### config.mk
export PLATFORM = sky130hd
export DESIGN_NAME = stopwatch_capture_direct_input
export DESIGN_NICKNAME = d
export VERILOG_FILES = /design/src/shared/stopwatch_pkg.sv /design/src/hw/key_sampler.sv /design/src/hw/stopwatch_capture_direct_input.sv
export SDC_FILE = /design/constraint.sdc
export NUM_CORES = 1
export LEC_CHECK = 0
export BUFFER_PORTS_ARGS = -buffer_cell sky130_fd_sc_hd__buf_4
export CAP_MARGIN = 5
export CORE_AREA = 2 2 103 105
export CTS_CLUSTER_SIZE = 28
export DETAILED_ROUTE_END_ITERATION = 10
export DIE_AREA = 0 0 105 107
export PLACE_DENSITY = 0.68
export SKIP_LAST_GASP = 1
export SLEW_MARGIN = 20
export SYNTH_ARGS = -nofsm -noshare
export SYNTH_HDL_FRONTEND = slang
export SYNTH_SLANG_ARGS = --single-unit
### constraint.sdc
create_clock -name core_clk -period 3.4 [get_ports core_clk]
set_clock_uncertainty 0.2 [all_clocks]
set_input_delay 0.51 -clock core_clk [delete_from_list [all_inputs] [get_ports core_clk]]
set_output_delay 0.51 -clock core_clk [all_outputs]
set_load 0.02 [all_outputs]
### src/shared/stopwatch_pkg.sv
// Constants for the stopwatch capture block: register map, fields, timing.
// Assumes a 125 MHz core clock and a simple strobe-based register port.
// Function
// - Thousandths read freezes all capture digits
// - Three BCD capture digits at consecutive addresses
// - Capture digits are read-only
// - Capture digits reset to zero
// - Key control enable selects key or software
// - Enable change applies at next sample tick
// - Key control fields read back, reset zero
// - Swap bit exchanges run and lap keys
// - Mask code selects simultaneous-press keys
// - Masked simultaneous press ignores run and lap
// - Clear strobe resets counter, reads zero
// - Four interrupt enables, reset to zero
// - Four event flags, reset to zero
// - Write one clears flag; events always set
// - Run bit writes ignored under key control
// - Lap carry follows one-hz flag at hold
// - Renewed capture sets flag at tenths read
package stopwatch_pkg;

	// Register addresses
	localparam logic [15:0] ADDR_KEY_SWAP = 16'hFF06;
	localparam logic [15:0] ADDR_KEY_CTRL = 16'hFF78;
	localparam logic [15:0] ADDR_CTRL_STAT = 16'hFF79;
	localparam logic [15:0] ADDR_DIG_THOU = 16'hFF7A;
	localparam logic [15:0] ADDR_DIG_HUND = 16'hFF7B;
	localparam logic [15:0] ADDR_DIG_TENTHS = 16'hFF7C;
	localparam logic [15:0] ADDR_IRQ_EN = 16'hFFE6;
	localparam logic [15:0] ADDR_IRQ_FLAG = 16'hFFF6;

	// Field positions
	localparam int BIT_KEY_SWAP = 2;
	localparam int BIT_KEY_CTRL_EN = 3;
	localparam int MASK_SEL_LSB = 0;
	localparam int MASK_SEL_W = 3;
	localparam int BIT_CLEAR = 0;
	localparam int BIT_RUN = 1;
	localparam int BIT_RENEWED = 2;
	localparam int BIT_LAP_CARRY = 3;
	localparam int BIT_IRQ_TEN = 0;
	localparam int BIT_IRQ_ONE = 1;
	localparam int BIT_IRQ_LAP = 2;
	localparam int BIT_IRQ_RUN = 3;

	// Reset values and digit limits
	localparam logic [3:0] REG_RESET = 4'h0;
	localparam logic [3:0] DIGIT_MAX = 4'h9;
	localparam int NUM_DIGITS = 3;
	localparam int NUM_KEYS = 8;

	// Mask code to key set; bit n of the key vector, K00..K03 then K10..K13
	localparam logic [7:0][7:0] KEY_MASK_TABLE = {8'hF0, 8'h70, 8'h30,
		8'h10, 8'h1C, 8'h0C, 8'h04, 8'h00};

	// Timing
	localparam int CLK_HZ = 125000000;
	localparam int KEY_SAMPLE_HZ = 1024;
	localparam int COUNT_HZ = 1000;
	localparam int KEY_SWITCH_MAX_US = 977;
	localparam int SAMPLE_PERIOD_CYC = CLK_HZ / KEY_SAMPLE_HZ;
	localparam int COUNT_PERIOD_CYC = CLK_HZ / COUNT_HZ;

endpackage : stopwatch_pkg

### src/hw/key_sampler.sv
// Samples the run and lap keys on the key sample tick and blocks
// presses that coincide with a held mask key.
// Assumes key inputs are synchronous to core_clk and high when pressed.
`timescale 1ns/1ns
`default_nettype none
module key_sampler #(
	parameter int NUM_KEYS = stopwatch_pkg::NUM_KEYS
) (
	// Clock and reset
	input wire logic core_clk,
	input wire logic rst,
	// Control
	input wire logic sampleTick,
	input wire logic roleSwap,
	input wire logic [2:0] maskSel,
	input wire logic [NUM_KEYS-1:0] keyPressed,
	// Filtered key edges
	output logic runPulse,
	output logic lapPulse
);
	logic [NUM_KEYS-1:0] prevKeys_q, prevKeys_d;
	logic runSig_q, runSig_d, lapSig_q, lapSig_d;
	logic blocked_q, blocked_d;
	logic runPulse_q, runPulse_d, lapPulse_q, lapPulse_d;
	logic runKey, lapKey, prevRun, prevLap, maskPrev, newPress;
	logic [NUM_KEYS-1:0] maskKeys;

	// Role assignment, mask lookup and block decision
	always_comb begin
		maskKeys = stopwatch_pkg::KEY_MASK_TABLE[maskSel];
		runKey = roleSwap ? keyPressed[1] : keyPressed[0];
		lapKey = roleSwap ? keyPressed[0] : keyPressed[1];
		prevRun = roleSwap ? prevKeys_q[1] : prevKeys_q[0];
		prevLap = roleSwap ? prevKeys_q[0] : prevKeys_q[1];
		maskPrev = |(prevKeys_q & maskKeys);
		newPress = (runKey && !prevRun) || (lapKey && !prevLap);
		prevKeys_d = prevKeys_q;
		blocked_d = blocked_q;
		runSig_d = runSig_q;
		lapSig_d = lapSig_q;
		runPulse_d = 1'b0;
		lapPulse_d = 1'b0;
		if (sampleTick) begin
			prevKeys_d = keyPressed;
			// block until released
			// A mask already held before the press blocks it; a mask
			// pressed in the same sample does not.
			if (!runKey && !lapKey) begin
				blocked_d = 1'b0;
			end else if (newPress && maskPrev) begin
				blocked_d = 1'b1;
			end
			runSig_d = runKey && !blocked_d;
			lapSig_d = lapKey && !blocked_d;
			runPulse_d = runSig_d && !runSig_q;
			lapPulse_d = lapSig_d && !lapSig_q;
		end
	end

	// Sampled key state
	always_ff @(posedge core_clk or posedge rst) begin
		if (rst) begin
			prevKeys_q <= '0;
			blocked_q <= 1'b0;
			runSig_q <= 1'b0;
			lapSig_q <= 1'b0;
			runPulse_q <= 1'b0;
			lapPulse_q <= 1'b0;
		end else begin
			prevKeys_q <= prevKeys_d;
			blocked_q <= blocked_d;
			runSig_q <= runSig_d;
			lapSig_q <= lapSig_d;
			runPulse_q <= runPulse_d;
			lapPulse_q <= lapPulse_d;
		end
	end

	assign runPulse = runPulse_q;
	assign lapPulse = lapPulse_q;
endmodule : key_sampler
`default_nettype wire

### src/hw/stopwatch_capture_direct_input.sv
// BCD stopwatch with capture buffer, key control and event flags.
// Assumes a 125 MHz core_clk, synchronous key inputs and a register port
// whose read data appear the cycle after the read strobe.
`timescale 1ns/1ns
`default_nettype none
module stopwatch_capture_direct_input #(
	parameter int SAMPLE_PERIOD_CYC = stopwatch_pkg::SAMPLE_PERIOD_CYC,
	parameter int COUNT_PERIOD_CYC = stopwatch_pkg::COUNT_PERIOD_CYC
) (
	// Clock and reset
	input wire logic core_clk,
	input wire logic rst,
	// Register port
	input wire logic [15:0] regAddr,
	input wire logic [3:0] regWrData,
	input wire logic regWrEn,
	input wire logic regRdEn,
	output logic [3:0] regRdData,
	// Key ports, high while pressed
	input wire logic [stopwatch_pkg::NUM_KEYS-1:0] keyPressed,
	// Interrupt requests
	output logic keyRunIrq,
	output logic keyLapIrq,
	output logic oneHzIrq,
	output logic tenHzIrq
);
	localparam int SW = $clog2(SAMPLE_PERIOD_CYC);
	localparam int CW = $clog2(COUNT_PERIOD_CYC);

	// Prescalers
	logic [SW-1:0] sampleCnt_q, sampleCnt_d;
	logic [CW-1:0] countCnt_q, countCnt_d;
	logic sampleTick, countTick;

	// Control and status
	logic keySwap_q, keySwap_d;
	logic keyCtrlEn_q, keyCtrlEn_d;
	logic keyCtrlEff_q, keyCtrlEff_d;
	logic [2:0] maskSel_q, maskSel_d;
	logic running_q, running_d;
	logic [3:0] irqEn_q, irqEn_d;
	logic [3:0] irqFlag_q, irqFlag_d;
	logic [3:0] rdData_q, rdData_d;

	// Counter and capture
	logic [2:0][3:0] cnt_q, cnt_d;
	logic [2:0][3:0] cap_q, cap_d;
	logic hold_q, hold_d;
	logic lapUnread_q, lapUnread_d;
	logic renewed_q, renewed_d;
	logic lapCarry_q, lapCarry_d;

	// Decoded accesses and events
	logic runPulse, lapPulse, runEvt, lapEvt, carry;
	logic wrSwap, wrKeyCtrl, wrCtrl, wrIrqEn, wrIrqFlag, clearWr;
	logic rdThou, rdTenths;
	logic [2:0] wrap;
	logic [3:0] setEvt, clrMask;

	// Key sampling runs on the same tick that commits the enable
	key_sampler #(
		.NUM_KEYS(stopwatch_pkg::NUM_KEYS)
	) keys (
		.core_clk(core_clk),
		.rst(rst),
		.sampleTick(sampleTick),
		.roleSwap(keySwap_q),
		.maskSel(maskSel_q),
		.keyPressed(keyPressed),
		.runPulse(runPulse),
		.lapPulse(lapPulse)
	);

	// Strobe decode
	always_comb begin
		wrSwap = regWrEn && (regAddr == stopwatch_pkg::ADDR_KEY_SWAP);
		wrKeyCtrl = regWrEn && (regAddr == stopwatch_pkg::ADDR_KEY_CTRL);
		wrCtrl = regWrEn && (regAddr == stopwatch_pkg::ADDR_CTRL_STAT);
		wrIrqEn = regWrEn && (regAddr == stopwatch_pkg::ADDR_IRQ_EN);
		wrIrqFlag = regWrEn && (regAddr == stopwatch_pkg::ADDR_IRQ_FLAG);
		rdThou = regRdEn && (regAddr == stopwatch_pkg::ADDR_DIG_THOU);
		rdTenths = regRdEn && (regAddr == stopwatch_pkg::ADDR_DIG_TENTHS);
		clearWr = wrCtrl && regWrData[stopwatch_pkg::BIT_CLEAR];
		runEvt = runPulse && keyCtrlEff_q;
		lapEvt = lapPulse && keyCtrlEff_q;
	end

	// Prescalers: key sample tick runs free, count tick only while running
	always_comb begin
		sampleTick = (sampleCnt_q == SW'(SAMPLE_PERIOD_CYC - 1));
		countTick = running_q && (countCnt_q == CW'(COUNT_PERIOD_CYC - 1));
		sampleCnt_d = sampleTick ? '0 : sampleCnt_q + 1'b1;
		if (clearWr || !running_q) begin
			// Clearing restarts the millisecond phase so a running
			// clear counts a full first millisecond
			countCnt_d = clearWr ? '0 : countCnt_q;
		end else begin
			countCnt_d = countTick ? '0 : countCnt_q + 1'b1;
		end
	end

	// BCD counter with ripple carry between the three digits
	always_comb begin
		cnt_d = cnt_q;
		wrap = 3'h0;
		carry = countTick;
		for (int i = 0; i < stopwatch_pkg::NUM_DIGITS; i++) begin
			if (carry) begin
				if (cnt_q[i] == stopwatch_pkg::DIGIT_MAX) begin
					cnt_d[i] = 4'h0;
					wrap[i] = 1'b1;
				end else begin
					cnt_d[i] = cnt_q[i] + 4'h1;
					carry = 1'b0;
				end
			end
		end
		// counter clear
		// Clear wins over a tick; the run state takes the written run bit unless under key control
		if (clearWr) begin
			cnt_d = '0;
			wrap = 3'h0;
		end
	end

	// Registers, run state, flags and capture buffer
	always_comb begin
		keySwap_d = keySwap_q;
		keyCtrlEn_d = keyCtrlEn_q;
		keyCtrlEff_d = keyCtrlEff_q;
		maskSel_d = maskSel_q;
		running_d = running_q;
		irqEn_d = irqEn_q;
		cap_d = cap_q;
		hold_d = hold_q;
		lapUnread_d = lapUnread_q;
		renewed_d = renewed_q;
		lapCarry_d = lapCarry_q;
		if (wrSwap) begin
			keySwap_d = regWrData[stopwatch_pkg::BIT_KEY_SWAP];
		end
		if (wrKeyCtrl) begin
			keyCtrlEn_d = regWrData[stopwatch_pkg::BIT_KEY_CTRL_EN];
			maskSel_d = regWrData[stopwatch_pkg::MASK_SEL_LSB +:
				stopwatch_pkg::MASK_SEL_W];
		end
		if (sampleTick) begin
			keyCtrlEff_d = keyCtrlEn_q;
		end
		if (keyCtrlEff_q) begin
			if (runEvt) begin
				running_d = !running_q;
			end
		end else if (wrCtrl) begin
			running_d = regWrData[stopwatch_pkg::BIT_RUN];
		end
		if (wrIrqEn) begin
			irqEn_d = regWrData;
		end
		setEvt = 4'h0;
		setEvt[stopwatch_pkg::BIT_IRQ_TEN] = wrap[1];
		setEvt[stopwatch_pkg::BIT_IRQ_ONE] = wrap[2];
		setEvt[stopwatch_pkg::BIT_IRQ_LAP] = lapEvt;
		setEvt[stopwatch_pkg::BIT_IRQ_RUN] = runEvt;
		clrMask = wrIrqFlag ? regWrData : 4'h0;
		irqFlag_d = (irqFlag_q & ~clrMask) | setEvt;
		// free-running capture follows the counter until held
		// The read edge keeps the digit just read, so the frozen columns
		// match what software saw even when a count tick lands there
		if (!hold_q && !rdThou) begin
			cap_d = cnt_q;
		end
		if (rdThou && !hold_q) begin
			hold_d = 1'b1;
			lapCarry_d = irqFlag_q[stopwatch_pkg::BIT_IRQ_ONE];
		end
		if (rdTenths && hold_q) begin
			renewed_d = lapUnread_q;
			lapUnread_d = 1'b0;
			hold_d = lapUnread_q;
		end
		// A lap overrides reads in the same cycle: fresh data are held
		if (lapEvt) begin
			cap_d = cnt_q;
			hold_d = 1'b1;
			lapUnread_d = hold_q;
			lapCarry_d = irqFlag_q[stopwatch_pkg::BIT_IRQ_ONE];
		end
	end

	// Read data, captured the cycle after the read strobe
	always_comb begin
		rdData_d = 4'h0;
		if (!regRdEn) begin
			rdData_d = 4'h0;
		end else if (regAddr == stopwatch_pkg::ADDR_KEY_SWAP) begin
			rdData_d[stopwatch_pkg::BIT_KEY_SWAP] = keySwap_q;
		end else if (regAddr == stopwatch_pkg::ADDR_KEY_CTRL) begin
			rdData_d = {keyCtrlEn_q, maskSel_q};
		end else if (regAddr == stopwatch_pkg::ADDR_CTRL_STAT) begin
			rdData_d = {lapCarry_q, renewed_q, running_q, 1'b0};
		end else if (regAddr == stopwatch_pkg::ADDR_DIG_THOU) begin
			rdData_d = cap_q[0];
		end else if (regAddr == stopwatch_pkg::ADDR_DIG_HUND) begin
			rdData_d = cap_q[1];
		end else if (regAddr == stopwatch_pkg::ADDR_DIG_TENTHS) begin
			rdData_d = cap_q[2];
		end else if (regAddr == stopwatch_pkg::ADDR_IRQ_EN) begin
			rdData_d = irqEn_q;
		end else if (regAddr == stopwatch_pkg::ADDR_IRQ_FLAG) begin
			rdData_d = irqFlag_q;
		end
	end

	always_ff @(posedge core_clk or posedge rst) begin
		if (rst) begin
			sampleCnt_q <= '0;
			countCnt_q <= '0;
			keySwap_q <= 1'b0;
			keyCtrlEn_q <= 1'b0;
			keyCtrlEff_q <= 1'b0;
			maskSel_q <= 3'h0;
			running_q <= 1'b0;
			irqEn_q <= stopwatch_pkg::REG_RESET;
			irqFlag_q <= stopwatch_pkg::REG_RESET;
			rdData_q <= 4'h0;
			cnt_q <= '0;
			cap_q <= '0;
			hold_q <= 1'b0;
			lapUnread_q <= 1'b0;
			renewed_q <= 1'b0;
			lapCarry_q <= 1'b0;
		end else begin
			sampleCnt_q <= sampleCnt_d;
			countCnt_q <= countCnt_d;
			keySwap_q <= keySwap_d;
			keyCtrlEn_q <= keyCtrlEn_d;
			keyCtrlEff_q <= keyCtrlEff_d;
			maskSel_q <= maskSel_d;
			running_q <= running_d;
			irqEn_q <= irqEn_d;
			irqFlag_q <= irqFlag_d;
			rdData_q <= rdData_d;
			cnt_q <= cnt_d;
			cap_q <= cap_d;
			hold_q <= hold_d;
			lapUnread_q <= lapUnread_d;
			renewed_q <= renewed_d;
			lapCarry_q <= lapCarry_d;
		end
	end

	assign regRdData = rdData_q;

	assign keyRunIrq = irqFlag_q[stopwatch_pkg::BIT_IRQ_RUN] &&
		irqEn_q[stopwatch_pkg::BIT_IRQ_RUN];
	assign keyLapIrq = irqFlag_q[stopwatch_pkg::BIT_IRQ_LAP] &&
		irqEn_q[stopwatch_pkg::BIT_IRQ_LAP];
	assign oneHzIrq = irqFlag_q[stopwatch_pkg::BIT_IRQ_ONE] &&
		irqEn_q[stopwatch_pkg::BIT_IRQ_ONE];
	assign tenHzIrq = irqFlag_q[stopwatch_pkg::BIT_IRQ_TEN] &&
		irqEn_q[stopwatch_pkg::BIT_IRQ_TEN];

	// Helper: cycles that the effective enable lags the written one
	logic [SW:0] lagCnt_q;
	always_ff @(posedge core_clk or posedge rst) begin
		if (rst) begin
			lagCnt_q <= '0;
		end else begin
			lagCnt_q <= (keyCtrlEff_q != keyCtrlEn_q) ? lagCnt_q + 1'b1 : '0;
		end
	end
endmodule : stopwatch_capture_direct_input
`default_nettype wire

== After elaboration in Yosys (flattened, before gate mapping) ==
Memory sizes are Yosys's and may differ from the RTL's.
Index checks and enable logic that the tools add are counted.

* Logic and storage cells: 152
* Memories kept: 1
* Register bits: 94
* Input bits: 32
* ROM bits: 64

{| class="wikitable"
|+ Memories
! name !! depth !! bits a word !! rd ports !! clocked after memory_dff !! wr ports !! line !! source
|-
| (name not given) || 8 || 8 || 1 || 0 || 0 || key_sampler.sv:30 || <nowiki>maskKeys = stopwatch_pkg::KEY_MASK_TABLE[maskSel];</nowiki>
|}

* Reductions and logical operators: 48
* Equality and inequality tests: 15
* Muxes and demuxes: 52
* Magnitude comparators: 1
* $add $sub $neg: 5
* Bitwise logic cells: 4

{| class="wikitable"
|+ Operators by type and width
! operator !! number
|-
| $eq 16x16->1 const B || 8
|-
| $mux 17 || 4
|-
| $mux 4 || 15
|-
| $mux 12 || 3
|-
| $add 17x1->17 const B || 2
|-
| $eq 17x17->1 const B || 2
|-
| $mux 1 || 27
|-
| $logic_and 1x1->1 || 26
|-
| $reduce_bool 2->1 || 7
|-
| $add 4x1->4 const B || 3
|-
| $eq 4x4->1 const B || 3
|-
| $logic_not 1->1 || 10
|-
| $and 8x8->8 || 1
|-
| $mux 8 || 1
|-
| $reduce_or 8->1 || 1
|-
| $and 4x4->4 || 1
|-
| $lt 3x4->1 const B || 1
|-
| $not 4->4 || 1
|-
| $or 4x4->4 || 1
|-
| $mux 3 || 1
|-
| $reduce_bool 3->1 || 1
|-
| $logic_or 1x1->1 || 2
|-
| $mux 2 || 1
|-
| $ne 2x1->1 const B || 1
|-
| other kinds (2) || 2
|}

== Depth between registers and ports, before layout ==
Gate-level depths: netlist (run 1).

* Word-level depth: 12
* Depth in mapped cells: 9
* Depth with buffers taken out: 7

== By module ==
A second synthesis (run 1) with hierarchy kept.

* Cells, all modules: 490
* Area total of the unflattened synthesis: 4908.5 sq um

{| class="wikitable"
|+ Modules (own cells, without submodules)
! module !! times used !! area an instance (sq um) !! cells each
|-
| stopwatch_capture_direct_input || 1 || 4286.6 || 438
|-
| key_sampler || 1 || 621.8 || 52
|}

== Worst setup path after synthesis (run 1) ==
No wires, ideal clock.

* Kind: in2reg
* Start: input regAddr[4]
* End: register cap_q[0] (netlist name)
* Buffers on the path: 2
* Library setup time: 0.125 ns
* Cell stages on the path: 7
* Required time: 3.075 ns
* Arrival: 1.998 ns
* Setup slack: 1.077 ns
* Path through: buf_4 > nand3b_1 > nor4_1 > a21oi_1 > a21oi_1 > buf_2 > mux2_2

* Longest elaborated chain between the ends: 5

{| class="wikitable"
|+ RTL lines
! what !! line !! source
|-
| from (decl) || stopwatch_capture_direct_input.sv:14 || <nowiki>input wire logic [15:0] regAddr,</nowiki>
|-
| $eq 16x16->1 || stopwatch_capture_direct_input.sv:81 || <nowiki>rdThou = regRdEn && (regAddr == stopwatch_pkg::ADDR_DIG_THOU);</nowiki>
|-
| $logic_and 1x1->1 || stopwatch_capture_direct_input.sv:81 ||
|-
| $logic_not 1->1 || stopwatch_capture_direct_input.sv:170 || <nowiki>if (!hold_q && !rdThou) begin</nowiki>
|-
| $logic_and 1x1->1 || stopwatch_capture_direct_input.sv:170 ||
|-
| $reduce_bool 2->1 (no source line) || n/a ||
|-
| to (signal assigned) || stopwatch_capture_direct_input.sv:245 || <nowiki>cap_q <= cap_d;</nowiki>
|-
| to (decl) || stopwatch_capture_direct_input.sv:47 || <nowiki>logic [2:0][3:0] cap_q, cap_d;</nowiki>
|}

Every way passes these cells.
A chain may end at the register's enable or synchronous reset.

== Final worst setup path (run 1) ==
* Start: register countCnt_q[0]
* End: register irqFlag_q[0]

* Longest elaborated chain between the ends: 6

{| class="wikitable"
|+ RTL lines
! what !! line !! source
|-
| from (decl) || stopwatch_capture_direct_input.sv:32 || <nowiki>logic [CW-1:0] countCnt_q, countCnt_d;</nowiki>
|-
| from (signal assigned) || stopwatch_capture_direct_input.sv:235 || <nowiki>countCnt_q <= countCnt_d;</nowiki>
|-
| $eq 17x17->1 || stopwatch_capture_direct_input.sv:91 || <nowiki>countTick = running_q && (countCnt_q == CW'(COUNT_PERIOD_CYC - 1));</nowiki>
|-
| $logic_and 1x1->1 || stopwatch_capture_direct_input.sv:91 ||
|-
| $mux 1 (2 in series) || stopwatch_capture_direct_input.sv:108 || <nowiki>if (carry) begin</nowiki>
|-
| $mux 3 || stopwatch_capture_direct_input.sv:120 || <nowiki>if (clearWr) begin</nowiki>
|-
| $or 4x4->4 || stopwatch_capture_direct_input.sv:166 || <nowiki>irqFlag_d = (irqFlag_q & ~clrMask) | setEvt;</nowiki>
|-
| net irqFlag_d[0] || stopwatch_capture_direct_input.sv:42 || <nowiki>logic [3:0] irqFlag_q, irqFlag_d;</nowiki>
|-
| to (signal assigned) || stopwatch_capture_direct_input.sv:225 || <nowiki>irqFlag_q <= stopwatch_pkg::REG_RESET;</nowiki>
|-
| to (signal assigned) || stopwatch_capture_direct_input.sv:242 || <nowiki>irqFlag_q <= irqFlag_d;</nowiki>
|-
| to (decl) || stopwatch_capture_direct_input.sv:42 ||
|}

The timed path passes the listed nets, and every way through them passes these cells.

==> Implementation_results.wiki, run 1 <==
{| class="wikitable"
! Metric !! Value
|-
| Post-CTS Setup Repair Bufs || 0
|-
| Number of I/O pins || 40
|-
| Final cell count without fillers || 679
|-
| Number of sinks handled by clock tree synthesis || 94
|-
| Gate count after technology mapping || 500
|-
| Sequential share of power || 59.6%
|-
| Hold violation total from the final report || 0
|-
| Status || completed
|-
| Number of storage elements in the synthesis netlist || 94
|-
| Pleak || 2.485 nW
|-
| Cell area power density || 364.8 nW/um2
|-
| Placed Instances || 664
|-
| Remaining global-route overflow || 0
|-
| Mapped Avg Cell Area || 9.925 um2
|-
| Initial antenna violation count || 0
|-
| Sum of negative setup slack || 0 ns
|-
| Area Overhead vs Synth || 12.33%
|-
| Count of cells resized by post-cts repair || 0
|-
| TritonCTS Buffers || 9
|-
| Nature of the critical path startpoint || flip-flop
|-
| Via count of the first global-routing pass || 3,763
|-
| CTS max path bufs || 2
|-
| Routed wire length || 10,990 um
|-
| Total iterations of the first detailed-routing run || 5
|-
| Proportion of synthesized chip area in sequential cells || 47.40%
|-
| Final worst path period need || 2.545 ns
|-
| Initial cell density of the core || 49.17%
|-
| Maximum number of pins on one net before global-route repair || 52
|-
| Fraction of layout instances using a drive strength above 1 || 20.07%
|-
| Number of input and output port buffers inserted || 39
|-
| Root cell of the clock tree || clkbuf_8
|-
| Commonest register cell after synthesis || dfrtp_1
|-
| Max-cap check violation count || 0
|-
| CTS H-Tree Depth || 3
|-
| Number of placement rows || 37
|-
| Core Area || 10,090 um2
|-
| Highest achievable clock rate || 0.3929 GHz
|-
| Routability congestion estimate from global placement || 0.8594
|-
| Proportion of power drawn by the clock network || 32.5%
|-
| Die span in y || 107 um
|-
| Peak supply drop || 0.0002296 V
|-
| Wire length of the first global-routing pass || 18,780 um
|-
| Post-Synthesis Net Count || 535
|-
| Worst slew margin || 46.69%
|-
| Commonest cells after routing, fill and taps aside || dfrtp_1 (94), nand2_1 (54), nor2_1 (46)
|-
| DRC violations left || 0
|-
| Worst min-delay path class || in -> async
|-
| Number of enable flip-flop cells after synthesis || 0
|-
| Final Max Tran Viols || 0
|-
| Setup violations, final || 0
|-
| Final design utilization || 55.23%
|-
| Width of the chip || 105 um
|-
| Type of the setup path with the least slack || reg -> reg
|-
| Critical path required time || 3.45 ns
|-
| Crit path max fanout || 5
|-
| Wire per inst || 16.19 um
|-
| Clock latency reported for the late side of the worst-skew pair || 0.36 ns
|-
| Most frequent standard cell in the layout excluding fill and tap cells || dfrtp_1
|-
| Design internal power || 1.491 mW
|-
| Switching part of the total || 26.68%
|-
| Count of hold buffers inserted by post-cts repair || 0
|-
| Total routing usage reported by global routing || 20.88%
|-
| Register clock-pin slew on the reported worst setup and hold paths || 0.09 ns
|-
| Number of warnings printed during yosys synthesis || 0
|-
| Setup repair after global routing missed its margin || false
|-
| Type of destination of the critical path || flip-flop
|-
| Async set-reset flop share out of synthesis || 100.0%
|-
| Antenna Cells || 0
|-
| 1st-iter DRT viols || 208
|-
| Clock tree from TritonCTS || done
|-
| Arrival time at the worst endpoint || 2.60 ns
|-
| Final period utilization || 74.85%
|-
| Die Area || 11,240 um2
|-
| Fin nets || 574
|-
| Number of distinct standard cells referenced by the synthesized netlist || 63
|-
| Slew at the pin closest to its max-slew limit || 0.7996 ns
|-
| Antenna Nets Post-Route || 0
|-
| Net switching power figure || 0.5425 mW
|-
| Post-detail-place hpwl || 8125 um
|-
| Mapped Area || 4962 um2
|-
| Number of vias per cell || 5.825
|-
| Part of the total power dissipated in combinational logic || 7.9%
|-
| Count of vias placed by the detailed router || 3,955
|}
critical path, cell delays in order (launching register included):
cell and delay, ns:
dfrtp_1 0.43, ha_1 0.25, and2_2 0.22, or4b_2 0.67, or2_2 0.34, o31ai_1 0.32
power by group through the flow:
stage,Combinational (mW),Sequential (mW),Clock (mW)
floorplan,0.102,1.21,0
global placement,0.158,1.23,0
detailed placement,0.163,1.23,0
CTS,0.163,1.21,0.681
global route,0.179,1.22,0.727
finish,0.161,1.21,0.660
layout make-up:
type / instances / area [um2]
well taps: 136 / 170.2
inverters: 15 / 57.56
clock inverters: 5 / 36.28
multi-input cells: 373 / 2472
repair buffers: 46 / 357.8
fillers: 894 / 4518
flip-flops and latches: 94 / 2352
clock buffers: 10 / 127.6
sequential cells by signal, indices dropped and copies added, names as in the netlist, 3 cells and up:
signal	flops
cnt_q	12
sampleCnt_q	17
irqEn_q	4
regRdData	4
keys.prevKeys_q	8
maskSel_q	3
countCnt_q	17
irqFlag_q	4
cap_q	12
cell usage after synthesis (3+ instances only):
library cell,number,area share (%)
or2_2,3,0.38
nor4bb_1,3,0.61
ha_1,3,0.76
buf_2,5,0.50
inv_1,15,1.1
o31ai_1,12,1.8
a21oi_1,15,1.5
nand3_1,23,2.3
xor2_1,10,1.8
mux2_2,28,6.4
nor4_1,11,1.4
nor4b_1,3,0.53
and2_1,10,1.3
nand2_1,54,4.1
nand3b_1,4,0.61
nor2_1,46,3.5
o21ai_0,17,1.7
xnor2_1,11,1.9
a22o_1,11,1.9
nor3_1,16,1.6
a21o_1,4,0.61
nand4_1,15,1.9
dfrtp_1,94,47
clkbuf_1,9,0.68
mux2i_1,7,1.4
and3_1,11,1.4
nor2b_1,9,1.1
through the flow:
step	instance area, um2	setup WS (ns)	hold slack (ns)	power (mW)
2_1_floorplan	4962	0.2413	0.2081	1.313
3_3_place_gp	5410	0.8433	0.2228	1.389
3_5_place_dp	5410	0.8022	0.2282	1.394
4_1_cts	5574	0.8777	0.08759	2.054
5_1_grt	5574	0.7568	0.1217	2.124
6_report	5574	0.8551	0.05951	2.034
logic make-up (layout without fill, tap and decap cells):
| family | Yosys count | in the layout | synth area share, % |
|---|---|---|---|
| AND/OR/NAND/NOR | 233 | 233 | 25.62 |
| flip-flops | 94 | 94 | 47.40 |
| AO/OA/AOI/OAI | 79 | 79 | 11.07 |
| multiplexers | 37 | 37 | 8.674 |
| buffers and inverters | 33 | 76 | 2.773 |
| XOR/XNOR | 21 | 21 | 3.706 |
| adder cells (fa/ha/maj) | 3 | 3 | 0.7565 |
per-layer routing:
layer	track usage, %	vias up	part of all wire (%)	wire, um
met4	7.619	0	1.6	174
met1	29.32	1954	48	5275
met3	2.675	18	3.2	351
li1	-	1895	-	-
met5	0	-	0	0
met2	33.35	88	47	5190
worst paths after layout:
kind | slack, ns | startpoint | endpoint | cells after the start
worst min register to register | 0.24 | keys.runSig_q | keys.runPulse | 1
max in group asynchronous | 2.25 | rst | cnt_q[6] | 3
worst max-delay path | 0.86 | countCnt_q[0] | irqFlag_q[0] | 5
worst min-delay path | 0.06 | rst | countCnt_q[0] | 2
worst max register to register | 0.86 | countCnt_q[0] | irqFlag_q[0] | 5
min in group core_clk | 0.13 | keyPressed[6] | keys.prevKeys_q[6] | 3
No activity file was read; power rests on OpenSTA's default activity.
==> run 2, diff against run 1 <==
Settings changed: PLACE_DENSITY 0.68 to 0.71.
Clock period 3.4 ns to 2.06 ns, I/O delays scaled along.
==> run 2 against run 1 <==
Cell count up 11%; sequential power up 65%; final area up 15%; utilization up 8.1 points; sequential cell count unchanged; wire length up 9.9%; critical path depth up 2; worst setup slack worse by 0.83 ns.
==> Implementation_results.wiki, run 2 (synthesized netlist as in run 1, its figures left out) <==
{| class="wikitable"
! Metric !! Value
|-
| Fin nets || 645
|-
| Routability congestion estimate from global placement || 0.8881
|-
| Number of I/O pins || 40
|-
| Pre-CTS WS || -0.2216 ns
|-
| Total iterations of the first detailed-routing run || 5
|-
| Maximum number of pins on one net before global-route repair || 39
|-
| Antenna Cells || 0
|-
| Status || completed
|-
| Area of the multi-input gates || 2650 um2
|-
| Root cell of the clock tree || clkbuf_8
|-
| Number of vias per cell || 5.672
|-
| Type of destination of the critical path || flip-flop
|-
| Pleak || 2.886 nW
|-
| Wire per inst || 16.09 um
|-
| Nature of the critical path startpoint || flip-flop
|-
| Highest achievable clock rate || 0.4906 GHz
|-
| Type of the setup path with the least slack || reg -> reg
|-
| Cell area power density || 574.3 nW/um2
|-
| Worst slew margin || 66.84%
|-
| Die Area || 11,240 um2
|-
| Max-cap check violation count || 0
|-
| Arrival time at the worst endpoint || 2.11 ns
|-
| Remaining global-route overflow || 0
|-
| Biggest registers after layout || countCnt_q x17, sampleCnt_q x17
|-
| Critical path required time || 2.13 ns
|-
| Number of sinks handled by clock tree synthesis || 94
|-
| Initial antenna violation count || 0
|-
| Clock tree from TritonCTS || done
|-
| TritonCTS Buffers || 9
|-
| Worst reg2reg path startpoint || countCnt_q[1]
|-
| 1st-iter DRT viols || 229
|-
| Final Max Tran Viols || 0
|-
| Reg area || 2354 um2
|-
| Slew at the pin closest to its max-slew limit || 0.4963 ns
|-
| Fraction of layout instances using a drive strength above 1 || 30.89%
|-
| Core Area || 10,090 um2
|-
| CTS max path bufs || 2
|-
| Antenna Nets Post-Route || 0
|-
| Min-Delay Startpoint || regWrData[0]
|-
| Worst min-delay path class || in -> reg
|-
| Number of placement rows || 37
|-
| Clock latency reported for the late side of the worst-skew pair || 0.38 ns
|-
| Number of input and output port buffers inserted || 39
|-
| Count of vias placed by the detailed router || 4,260
|-
| Width of the chip || 105 um
|-
| Routed wire length || 12,080 um
|-
| Timing startpoint of the critical path || countCnt_q[1]
|-
| Die span in y || 107 um
|-
| Commonest cells after routing, fill and taps aside || buf_4 (98), dfrtp_1 (93), nand2_1 (54)
|-
| Setup violations, final || 0
|-
| Register clock-pin slew on the reported worst setup and hold paths || 0.10 ns
|-
| Final period utilization || 98.94%
|-
| Most frequent standard cell in the layout excluding fill and tap cells || buf_4
|-
| Wire length of the first global-routing pass || 20,350 um
|-
| Via count of the first global-routing pass || 4,222
|-
| Final worst path period need || 2.038 ns
|-
| Hold slack || 0.02320 ns
|-
| Area Overhead vs Synth || 28.77%
|-
| Total routing usage reported by global routing || 22.60%
|-
| CTS H-Tree Depth || 3
|-
| DRC violations left || 0
|-
| Post-detail-place hpwl || 8720 um
|-
| Initial cell density of the core || 49.17%
|-
| Final setup margin || 0.02188 ns
|-
| Fillers || 839
|-
| Crit path max fanout || 4
|-
| Hold violation total from the final report || 0
|-
| Peak supply drop || 0.0003855 V
|}
run 2: changes by cell type in the layout (fill, tap and decap cells not counted), moves of 2 or more:
| cell | before | now |
|---|---|---|
| inv_6 | 1 | 4 |
| buf_4 | 45 | 98 |
| buf_12 | 1 | 4 |
| buf_6 | 0 | 2 |
| nor4b_1 | 3 | 0 |
| nor2_4 | 0 | 2 |
| nor4_4 | 0 | 3 |
| nor4_1 | 11 | 5 |
| nor4_2 | 0 | 3 |
| o31ai_1 | 12 | 8 |
| nor2_1 | 46 | 44 |
| dlygate4sd3_1 | 0 | 13 |
| nor4b_2 | 1 | 4 |
| o31ai_2 | 0 | 3 |
run 2: final timing paths:
| path | endpoint | slack, ns | depth (start not counted) |
|---|---|---|---|
| max in group asynchronous | cnt_q[0] | 0.78 | 4 |
| min reg2reg | keys.lapPulse | 0.23 | 1 |
| min | maskSel_q[0] | 0.02 | 2 |
| max reg2reg | cnt_q[10] | 0.02 | 7 |
| max | cnt_q[10] | 0.02 | 7 |
| min in group asynchronous | keys.prevKeys_q[4] | 0.33 | 3 |
run 2: report_power, final:
group / internal, mW / total (mW) / switching [mW]
sequential: 1.90 / 2.00 / 0.102
clock: 0.464 / 1.20 / 0.736
combinational: 0.258 / 0.466 / 0.208
total: 2.62 / 3.67 / 1.05
run 2: metrics by stage:
| step | setup TNS (ns) | std cells | util [%] | power, mW | instance area, um2 |
|---|---|---|---|---|---|
| finish | 0 | 751 | 63.32 | 3.670 | 6390 |
| global route | -0.1379 | 751 | 63.32 | 3.830 | 6390 |
| CTS | -0.4336 | 749 | 61.95 | 3.640 | 6252 |
| detailed placement | -5.950 | 720 | 58.43 | 2.419 | 5897 |
| global placement | -4.137 | 720 | 58.43 | 2.409 | 5897 |
| floorplan | 0 | 500 | - | 2.178 | 5011 |
run 2: what timing repair did:
action,CTS,global route
pin swaps,1,8
setup endpoints to repair,15,27
resized for setup,7,25
hold buffers,13,0
hold endpoints to repair,34,0
buffers inserted,0,2
run 2: critical path, stage by stage (launching register included):
cell and delay [ns]:
dfrtp_1 0.37, ha_2 0.18, and2_4 0.16, or4b_4 0.51, buf_6 0.15, nor4_4 0.15
xnor2_1 0.16, nor2_1 0.06
run 2: layer usage:
metal | wire (um) | track usage, %
met1 | 5462 | 30.60
met2 | 5839 | 36.64
met3 | 549 | 4.438
met4 | 228 | 7.524
met5 | 0 | 0
run 2: final cells by class:
cell class	instances	area share, %
tap	136	2.663
multi-input combinational	373	41.47
sequential	94	36.83
inverter	15	0.9399
timing repair buffer	117	15.16
clock buffer	9	1.939
clock inverter	7	0.9986
